==> src/design/touch_pkg.sv <==
// Behaviour
// - transfers of eight clocks, conversion 24 clocks
// - host sends command in first eight clocks
// - acquire when channel known, hold three later
// - one busy clock then twelve result clocks
// - ratiometric keeps panel switches on converting
// - trailing three clocks output low, ignored
// - start bit one; ignore input before it
// - command MSB first, fixed field layout
// - mode bit low twelve, high eight bits
// - reference bit high single-ended, low differential
// - next command every 16th or 12th clock; the host starts one only after a full 24-clock frame
// - overlapped commands give sixteen-clock conversions; the host never overlaps frames
// - code 00 powers down, pen on, Y-minus on
// - code 01 powers down, pen off, Y-minus off
// - code 11 full power; 10 reserved
// - host finishes conversion within 1.6 ms
// - stay powered while host talks elsewhere
// - eight-bit conversion four clocks shorter
// - result is unsigned straight binary
// - single-ended: switches on only while acquiring
package touch_pkg;
   // command byte layout
   localparam int CMD_W        = 8;
   localparam int CMD_START    = 7;
   localparam int CMD_CHAN_HI  = 6;
   localparam int CMD_CHAN_LO  = 4;
   localparam int CMD_MODE     = 3;
   localparam int CMD_REF      = 2;
   localparam int CMD_PD_HI    = 1;
   localparam int CMD_PD_LO    = 0;
   // channel codes that drive panel switches
   localparam logic [2:0] CHAN_X_POS = 3'h1;
   localparam logic [2:0] CHAN_Y_POS = 3'h5;
   // power-down codes
   localparam logic [1:0] PD_AUTO_PEN = 2'h0;
   localparam logic [1:0] PD_AUTO     = 2'h1;
   localparam logic [1:0] PD_RESERVED = 2'h2;
   localparam logic [1:0] PD_FULL     = 2'h3;
   // sequencing counts in serial clocks
   localparam int SAMPLE_W     = 12;
   localparam int BITS_HI      = 12;
   localparam int BITS_LO      = 8;
   localparam int RX_ACQ_CNT   = 5;
   localparam int RX_FULL_CNT  = 8;
   localparam int FRAME_CLKS   = 24;
   // host serial clock timing
   localparam int CLK_SYS_NS   = 50;
   localparam int SCLK_HALF_NS = 500;
   localparam int SCLK_HALF_CYC = (SCLK_HALF_NS + CLK_SYS_NS - 1) / CLK_SYS_NS;
   // host register map
   localparam logic [3:0] REG_CTRL   = 4'h0;
   localparam logic [3:0] REG_STATUS = 4'h4;
   localparam logic [3:0] REG_RESULT = 4'h8;
   localparam int ST_BUSY = 0;
   localparam int ST_DONE = 1;
   localparam int RX_RES_HI = 14;
   localparam int RX_RES_LO = 3;
   localparam logic [1:0] RESP_OKAY   = 2'h0;
   localparam logic [1:0] RESP_SLVERR = 2'h2;
endpackage : touch_pkg

==> src/design/touch_link_if.sv <==
`timescale 1ns/1ps
interface touch_link_if;
   logic csN;
   logic sclk;
   logic sdi;
   logic sdoOut;
   logic sdoOe;
   logic busyOut;
   logic busyOe;
   wire  sdo;
   wire  busy;
   // released pins read as their pull-down level
   assign sdo  = sdoOe & sdoOut;
   assign busy = busyOe & busyOut;
   modport device (input csN, input sclk, input sdi,
                   output sdoOut, output sdoOe, output busyOut, output busyOe);
   modport host (output csN, output sclk, output sdi, input sdo);
endinterface : touch_link_if

==> src/design/pin_sync.sv <==
`timescale 1ns/1ps
module pin_sync #(
   parameter int         W        = 1,
   parameter logic [W-1:0] RESET_VAL = '0
) (
   // clock and reset
   input  wire logic         clk_sys,
   input  wire logic         reset,
   // raw and filtered levels
   input  wire logic [W-1:0] d,
   output logic      [W-1:0] q
);
   logic [W-1:0] s1_reg, s2_reg, s3_reg, q_reg;
   logic [W-1:0] q_next;
   // accept a bit once stages two and three agree
   always_comb begin
      q_next = q_reg;
      for (int i = 0; i < W; i++) begin
         if (s2_reg[i] == s3_reg[i]) q_next[i] = s2_reg[i];
      end
   end
   // three-stage capture
   always_ff @(posedge clk_sys) begin
      if (reset) begin
         s1_reg <= RESET_VAL;
         s2_reg <= RESET_VAL;
         s3_reg <= RESET_VAL;
         q_reg  <= RESET_VAL;
      end else begin
         s1_reg <= d;
         s2_reg <= s1_reg;
         s3_reg <= s2_reg;
         q_reg  <= q_next;
      end
   end
   assign q = q_reg;
endmodule : pin_sync

==> src/design/touch_adc_device.sv <==
`timescale 1ns/1ps
module touch_adc_device (
   // clock and reset
   input  wire logic                           clk_sys,
   input  wire logic                           reset,
   // serial link
   touch_link_if.device                        link,
   // value presented by the analog front end
   input  wire logic [touch_pkg::SAMPLE_W-1:0] sampleValue,
   // converter configuration and state
   output logic      [2:0]                     channel_select,
   output logic                                reference_mode_select,
   output logic                                eightBit,
   output logic                                sampling,
   output logic                                converting,
   output logic                                fullPower,
   // panel drive
   output logic                                xSwitchOn,
   output logic                                ySwitchOn,
   output logic                                yMinusOn,
   output logic                                pen_touch_interrupt_en
);
   import touch_pkg::*;

   logic [2:0] pinRaw, pinSync;
   logic       selected, sclkLvl, sdiLvl;
   logic       sclkPrev_reg, sclkPrev_next;
   logic       sclkRise, sclkFall;

   // command receiver state
   logic [3:0]          rxCnt_reg, rxCnt_next;
   logic [6:0]          rxShift_reg, rxShift_next;
   logic [6:0]          rxNew;
   logic [CMD_W-1:0]    cmdByte;
   logic [2:0]          chan_reg, chan_next;
   logic                mode8_reg, mode8_next;
   logic                refSe_reg, refSe_next;
   logic [1:0]          pd_reg, pd_next;
   logic                samp_reg, samp_next;

   // conversion and output state
   typedef enum logic {CONV_IDLE, CONV_RUN} conv_t;
   conv_t               conv_reg, conv_next;
   logic [3:0]          convCnt_reg, convCnt_next;
   logic [3:0]          convBits;
   logic [SAMPLE_W-1:0] data_reg, data_next;
   logic                sdo_reg, sdo_next;
   logic                busy_reg, busy_next;
   logic                oe_reg, oe_next;

   // registered user outputs
   logic xSw_reg, xSw_next, ySw_reg, ySw_next;
   logic yMin_reg, yMin_next, pen_reg, pen_next, pwr_reg, pwr_next;
   logic swOn, asleep;

   // pins from the far side enter through the filter
   assign pinRaw = {link.csN, link.sclk, link.sdi};
   pin_sync #(.W(3), .RESET_VAL(3'h4)) u_sync (
      .clk_sys (clk_sys),
      .reset   (reset),
      .d       (pinRaw),
      .q       (pinSync)
   );
   assign selected = ~pinSync[2];
   assign sclkLvl  = pinSync[1];
   assign sdiLvl   = pinSync[0];

   // serial clock edges, counted only while selected
   assign sclkRise = selected & sclkLvl & ~sclkPrev_reg;
   assign sclkFall = selected & ~sclkLvl & sclkPrev_reg;
   assign rxNew    = {rxShift_reg[5:0], sdiLvl};
   assign cmdByte  = {1'b1, rxNew};
   assign convBits = mode8_reg ? 4'(BITS_LO) : 4'(BITS_HI);

   // next state of receiver, converter and shifter
   always_comb begin
      sclkPrev_next = sclkLvl;
      rxCnt_next    = rxCnt_reg;
      rxShift_next  = rxShift_reg;
      chan_next     = chan_reg;
      mode8_next    = mode8_reg;
      refSe_next    = refSe_reg;
      pd_next       = pd_reg;
      samp_next     = samp_reg;
      conv_next     = conv_reg;
      convCnt_next  = convCnt_reg;
      data_next     = data_reg;
      sdo_next      = sdo_reg;
      busy_next     = busy_reg;
      oe_next       = selected;
      if (sclkRise) begin
         if (rxCnt_reg == 4'h0) begin
            // hunt for the start bit
            if (sdiLvl) rxCnt_next = 4'h1;
         end else begin
            rxShift_next = rxNew;
            rxCnt_next   = rxCnt_reg + 4'h1;
            if (rxCnt_reg + 4'h1 == 4'(RX_ACQ_CNT)) begin
               // channel known: start sampling
               chan_next = rxNew[3:1];
               samp_next = 1'b1;
            end
            if (rxCnt_reg + 4'h1 == 4'(RX_FULL_CNT)) begin
               // command complete: hold and convert
               chan_next    = cmdByte[CMD_CHAN_HI:CMD_CHAN_LO];
               mode8_next   = cmdByte[CMD_MODE];
               refSe_next   = cmdByte[CMD_REF];
               pd_next      = cmdByte[CMD_PD_HI:CMD_PD_LO];
               samp_next    = 1'b0;
               conv_next    = CONV_RUN;
               convCnt_next = 4'h0;
               data_next    = sampleValue;
               rxCnt_next   = 4'h0;
            end
         end
      end
      if (sclkFall) begin
         case (conv_reg)
            CONV_RUN: begin
               convCnt_next = convCnt_reg + 4'h1;
               if (convCnt_reg == 4'h0) begin
                  busy_next = 1'b1;
                  sdo_next  = 1'b0;
               end else if (convCnt_reg <= convBits) begin
                  // result bits MSB first
                  busy_next = 1'b0;
                  sdo_next  = data_reg[SAMPLE_W-1];
                  data_next = {data_reg[SAMPLE_W-2:0], 1'b0};
               end else begin
                  // trailing clocks read low
                  busy_next = 1'b0;
                  sdo_next  = 1'b0;
                  conv_next = CONV_IDLE;
               end
            end
            default: begin
               // idle clocks are ignored, output stays low
               busy_next = 1'b0;
               sdo_next  = 1'b0;
            end
         endcase
      end
   end

   // panel switches and power state
   always_comb begin
      swOn      = samp_reg | ((conv_reg == CONV_RUN) & ~refSe_reg);
      asleep    = ~samp_reg & (conv_reg == CONV_IDLE) & ~pd_reg[1];
      xSw_next  = swOn & (chan_reg == CHAN_Y_POS);
      ySw_next  = swOn & (chan_reg == CHAN_X_POS);
      yMin_next = ySw_next | (asleep & (pd_reg == PD_AUTO_PEN));
      pen_next  = asleep & (pd_reg == PD_AUTO_PEN);
      pwr_next  = ~asleep;
   end

   // state registers
   always_ff @(posedge clk_sys) begin
      if (reset) begin
         sclkPrev_reg <= 1'b0;
         rxCnt_reg    <= 4'h0;
         rxShift_reg  <= 7'h00;
         chan_reg     <= 3'h0;
         mode8_reg    <= 1'b0;
         refSe_reg    <= 1'b1;
         pd_reg       <= PD_AUTO_PEN;
         samp_reg     <= 1'b0;
         conv_reg     <= CONV_IDLE;
         convCnt_reg  <= 4'h0;
         data_reg     <= '0;
         sdo_reg      <= 1'b0;
         busy_reg     <= 1'b0;
         oe_reg       <= 1'b0;
         xSw_reg      <= 1'b0;
         ySw_reg      <= 1'b0;
         yMin_reg     <= 1'b0;
         pen_reg      <= 1'b0;
         pwr_reg      <= 1'b0;
      end else begin
         sclkPrev_reg <= sclkPrev_next;
         rxCnt_reg    <= rxCnt_next;
         rxShift_reg  <= rxShift_next;
         chan_reg     <= chan_next;
         mode8_reg    <= mode8_next;
         refSe_reg    <= refSe_next;
         pd_reg       <= pd_next;
         samp_reg     <= samp_next;
         conv_reg     <= conv_next;
         convCnt_reg  <= convCnt_next;
         data_reg     <= data_next;
         sdo_reg      <= sdo_next;
         busy_reg     <= busy_next;
         oe_reg       <= oe_next;
         xSw_reg      <= xSw_next;
         ySw_reg      <= ySw_next;
         yMin_reg     <= yMin_next;
         pen_reg      <= pen_next;
         pwr_reg      <= pwr_next;
      end
   end

   // pin and user outputs
   assign link.sdoOut            = sdo_reg;
   assign link.sdoOe             = oe_reg;
   assign link.busyOut           = busy_reg;
   assign link.busyOe            = oe_reg;
   assign channel_select         = chan_reg;
   assign reference_mode_select  = refSe_reg;
   assign eightBit               = mode8_reg;
   assign sampling               = samp_reg;
   assign converting             = (conv_reg == CONV_RUN);
   assign fullPower              = pwr_reg;
   assign xSwitchOn              = xSw_reg;
   assign ySwitchOn              = ySw_reg;
   assign yMinusOn               = yMin_reg;
   assign pen_touch_interrupt_en = pen_reg;
endmodule : touch_adc_device

==> src/flat_wrapper.sv <==
// flat-port wrapper written by rule: the top's interface ports become plain ports
module touch_adc_device_flat import touch_pkg::*;
  (clk_sys, reset, sampleValue, channel_select, reference_mode_select, eightBit, sampling, converting, fullPower, xSwitchOn, ySwitchOn, yMinusOn, pen_touch_interrupt_en, link_csN, link_sclk, link_sdi, link_sdoOut, link_sdoOe, link_busyOut, link_busyOe);
  touch_link_if link_i ();
  input  wire logic clk_sys;
  input  wire logic reset;
  input  wire logic [touch_pkg::SAMPLE_W-1:0] sampleValue;
  output logic      [2:0] channel_select;
  output logic reference_mode_select;
  output logic eightBit;
  output logic sampling;
  output logic converting;
  output logic fullPower;
  output logic xSwitchOn;
  output logic ySwitchOn;
  output logic yMinusOn;
  output logic pen_touch_interrupt_en;
  input wire logic [$bits(link_i.csN)-1:0] link_csN;
  input wire logic [$bits(link_i.sclk)-1:0] link_sclk;
  input wire logic [$bits(link_i.sdi)-1:0] link_sdi;
  output wire logic [$bits(link_i.sdoOut)-1:0] link_sdoOut;
  output wire logic [$bits(link_i.sdoOe)-1:0] link_sdoOe;
  output wire logic [$bits(link_i.busyOut)-1:0] link_busyOut;
  output wire logic [$bits(link_i.busyOe)-1:0] link_busyOe;
  assign link_i.csN = link_csN;
  assign link_i.sclk = link_sclk;
  assign link_i.sdi = link_sdi;
  assign link_sdoOut = link_i.sdoOut;
  assign link_sdoOe = link_i.sdoOe;
  assign link_busyOut = link_i.busyOut;
  assign link_busyOe = link_i.busyOe;
  touch_adc_device u_core (.clk_sys(clk_sys), .reset(reset), .link(link_i), .sampleValue(sampleValue), .channel_select(channel_select), .reference_mode_select(reference_mode_select), .eightBit(eightBit), .sampling(sampling), .converting(converting), .fullPower(fullPower), .xSwitchOn(xSwitchOn), .ySwitchOn(ySwitchOn), .yMinusOn(yMinusOn), .pen_touch_interrupt_en(pen_touch_interrupt_en));
endmodule
==> config.mk <==
export PLATFORM = sky130hd
export DESIGN_NAME = touch_adc_device_flat
export DESIGN_NICKNAME = d
export VERILOG_FILES = /design/src/design/touch_pkg.sv /design/src/design/touch_link_if.sv /design/src/design/pin_sync.sv /design/src/design/touch_adc_device.sv /design/src/flat_wrapper.sv
export SDC_FILE = /design/constraint.sdc
export NUM_CORES = 1
export LEC_CHECK = 0
export BUFFER_PORTS_ARGS = -buffer_cell sky130_fd_sc_hd__buf_2
export CORE_ASPECT_RATIO = 0.9
export CORE_MARGIN = 1
export CORE_UTILIZATION = 51
export DETAILED_ROUTE_END_ITERATION = 6
export PLACE_DENSITY_LB_ADDON = 0.05
export SYNTH_ARGS = -nofsm -noshare
export SYNTH_HDL_FRONTEND = slang
export SYNTH_SLANG_ARGS = --single-unit
==> constraint.sdc <==
create_clock -name clk_sys -period 1.8 [get_ports clk_sys]
set_input_delay 0.09 -clock clk_sys [delete_from_list [all_inputs] [get_ports clk_sys]]
set_output_delay 0.09 -clock clk_sys [all_outputs]
set_load 0.005 [all_outputs]
==> results.md <==
* Netlist Area Pre-Place at around 2400 um^2
* Clock Skews at a little under 0.008 ns
* CP startpoint kind: flop
* Met2 wire len at 2190 um
* Layout Cells excl Fill at approximately 390
* Worst Reg-to-Reg Cells at 7
* I/O pin count at 33
* Reg-to-reg startpoint: u_core.rxCnt_reg[0]
* FF+latch count, synth at 56
* Synth area leaders: dfxtp_1, a311oi_1, nand2_1, o21ai_0, a21oi_1
* Pwr per Cell Area at 721 nW/um^2
* Core Box Area at 4520 um^2
* WHS at 0.0445 ns
* Reg clk slew, reported paths at 0.10 ns
* Post-Syn Nets at 295
* Ys flop type: dfxtp_1
* Share of the synthesized area in the top cell type at 0.458
* Async SR Flop Fraction at 0
* GRT Residual Overflow at 0
* Clk_lat worst skew at 0.31 ns
* Vias in the first global route at roughly 1800
* Largest register FFs at 12
* Endpoints failing hold at 0
* Total negative slack at 0 ns
* Total wire length at 5210 um
* Worst Tran Pin Value at 0.478 ns
* Number of synthesized flops with an enable pin at 0
* Count of different cell masters after synthesis at 49
* Top sig layer: met4
* Seq/Total Area, Yosys at 0.458
* Initial antenna violation count at 0
* Largest net degree at the start of global routing at 35
* Slew HR at 0.678
* Total number of vias at 2054
* Pins Over Slew Limit at 0
* R2R Setup Slk at 0.09 ns
* Reported max-cap violation count at 0
* CTS sink cnt at 56
* Leak pwr at 0.00112 uW
* WP data required at 2.01 ns
* CTS max path bufs at 2
* Die width at 75 um
* Fraction of layout cells with a size suffix above 1 at 0.263
* Detail Placement HPWL at 3720 um
* Worst R2R End: u_core.channel_select[0]
* CTS Buf Count at 5
* Period utilization at 0.953
* Synth Area per Inst at between 8 and 9 um^2
* Setup-failing EPs final at 0
* Maximum clock frequency at between 500 and 600 MHz
* GRT Total Usage at 0.222
* N_diodes at 0
* Routed WL per cell at 13.5 um
* WL met1 at 2670 um
* TritonCTS clock tree: done
* Most frequent cells in the layout: dfxtp_1, buf_2, nand2_1, buf_4, o21ai_0
* Worst vdd ir at 0.000622 V
* Std-Cell Rows at 23
* Die area at 5080 um^2
* Overall power at 2150 uW
* Yosys warnings at 0
* DRT iter0 DRCs at 121
* Root Driver: clkbuf_8
* CTS H-Tree Depth at 2
* Die height at 67.7 um
* DRC viols at 0
* Crit path time final at between 1.5 and 2 ns
* Crit path kind: reg -> reg
* DRT Pass-1 Iters at 4
* Syn Inst Count at 272
* Critical Path AT at between 1.5 and 2 ns
* Global-route wire length before repair at approximately 8400 um
* IO buf count at 32
* Setup crit end: u_core.channel_select[0]
* DR vias/cell at 5.34
* Crit-path max FO at 6
* Placed cell count at 372
* Largest area contributor in the netlist: dfxtp_1
* Status: finished clean
* WL met3 at 267 um
* Antenna violation net count after detailed routing at 0
* Most common cell after layout, fill and taps aside: dfxtp_1
* Final Util at 0.660
* Final net count at between 300 and 400
* Gp weighted congestion at around 0.78
* Initial Util at 0.541
* CP Capture Type: flop
* Syn-to-layout area delta at 21.8%
* Critical Path Start: u_core.rxCnt_reg[0]
* Path type of the worst min-delay path: in -> reg
## cells in the mapped netlist (2+ instances only)
| library cell | n |
|---|---|
| buf_1 | 2 |
| a22o_1 | 2 |
| nor2b_1 | 10 |
| dfxtp_1 | 56 |
| nor3_1 | 13 |
| buf_4 | 4 |
| o21bai_1 | 2 |
| and2_1 | 5 |
| o211ai_1 | 4 |
| ha_1 | 6 |
| a221o_1 | 3 |
| o21ai_0 | 20 |
| or2_2 | 4 |
| nor3b_1 | 3 |
| xnor2_1 | 2 |
| nand3_1 | 15 |
| nor2_1 | 10 |
| a311oi_1 | 14 |
| and3_1 | 2 |
| a21oi_1 | 19 |
| clkbuf_1 | 8 |
| o31ai_1 | 2 |
| inv_1 | 10 |
| a22oi_1 | 2 |
| nand2_1 | 27 |
| buf_2 | 4 |
## worst max-delay path, cell delays in order, from the launching register on
cell       delay, ns
dfxtp_2         0.34
inv_1           0.10
ha_4            0.14
or3b_4          0.40
nand2_4         0.09
a2111oi_4       0.03
buf_4           0.17
a221o_1         0.33
## logic make-up (layout without fill, tap and decap cells)
| group | count (synthesis) | count (layout) | synth area share |
|---|---|---|---|
| flip-flops | 56 | 56 | 0.458 |
| AO/OA/AOI/OAI | 77 | 77 | 0.220 |
| buffers and inverters | 29 | 80 | 0.0558 |
| adder cells (fa/ha/maj) | 6 | 6 | 0.0307 |
| AND/OR/NAND/NOR | 100 | 100 | 0.220 |
| multiplexers | 1 | 1 | 0.00409 |
| XOR/XNOR | 3 | 3 | 0.0107 |
## through the flow
step	setup slack (ns)	instance area, um^2
floorplan	0.0456	2450
global placement	0.0834	2790
detailed placement	0.0386	2790
CTS	0.0260	2920
global route	-0.00575	2980
finish	0.0852	2980
## worst min path at each step
stage	from	end	slack (ns)	depth (start not counted)
5_1_grt	sampleValue[0]	u_core.data_reg[0]	0.04	3
3_3_place_gp	link_csN	u_core.u_sync.s1_reg[2]	0.28	2
6_report	sampleValue[0]	u_core.data_reg[0]	0.04	3
2_1_floorplan	reset	u_core.pen_touch_interrupt_en	0.17	1
4_1_cts	sampleValue[0]	u_core.data_reg[0]	0.04	3
3_5_place_dp	link_csN	u_core.u_sync.s1_reg[2]	0.28	2
## cell type report
type / count / area, um^2
Timing Repair Buffer: 62 / 405
Multi-Input combinational cell: 187 / 1230
Fill cell: 397 / 1540
Clock buffer: 6 / 72.6
Clock inverter: 2 / 35.0
Tap cell: 62 / 77.6
Inverter: 10 / 37.5
Sequential cell: 56 / 1120
## routing by layer
| layer | GRT usage | up-vias |
|---|---|---|
| met3 | 0.0433 | 7 |
| met4 | 0.0920 | 0 |
| li1 | - | 1074 |
| met5 | 0 | - |
| met2 | 0.323 | 47 |
| met1 | 0.319 | 926 |
## power by group
group	switching (uW)	total, uW	internal [uW]
clock	402	816	413
sequential	7.54	1260	1250
combinational	35.6	72.8	37.1
## timing repair
| action | in CTS | in global routing |
|---|---|---|
| setup buffers | 0 | 2 |
| gates resized for setup | 0 | 11 |
| setup endpoints to repair | 0 | 22 |
| hold endpoints to repair | 3 | 0 |
| hold buffers | 3 | 0 |
No activity file was read; power rests on OpenSTA's default activity.
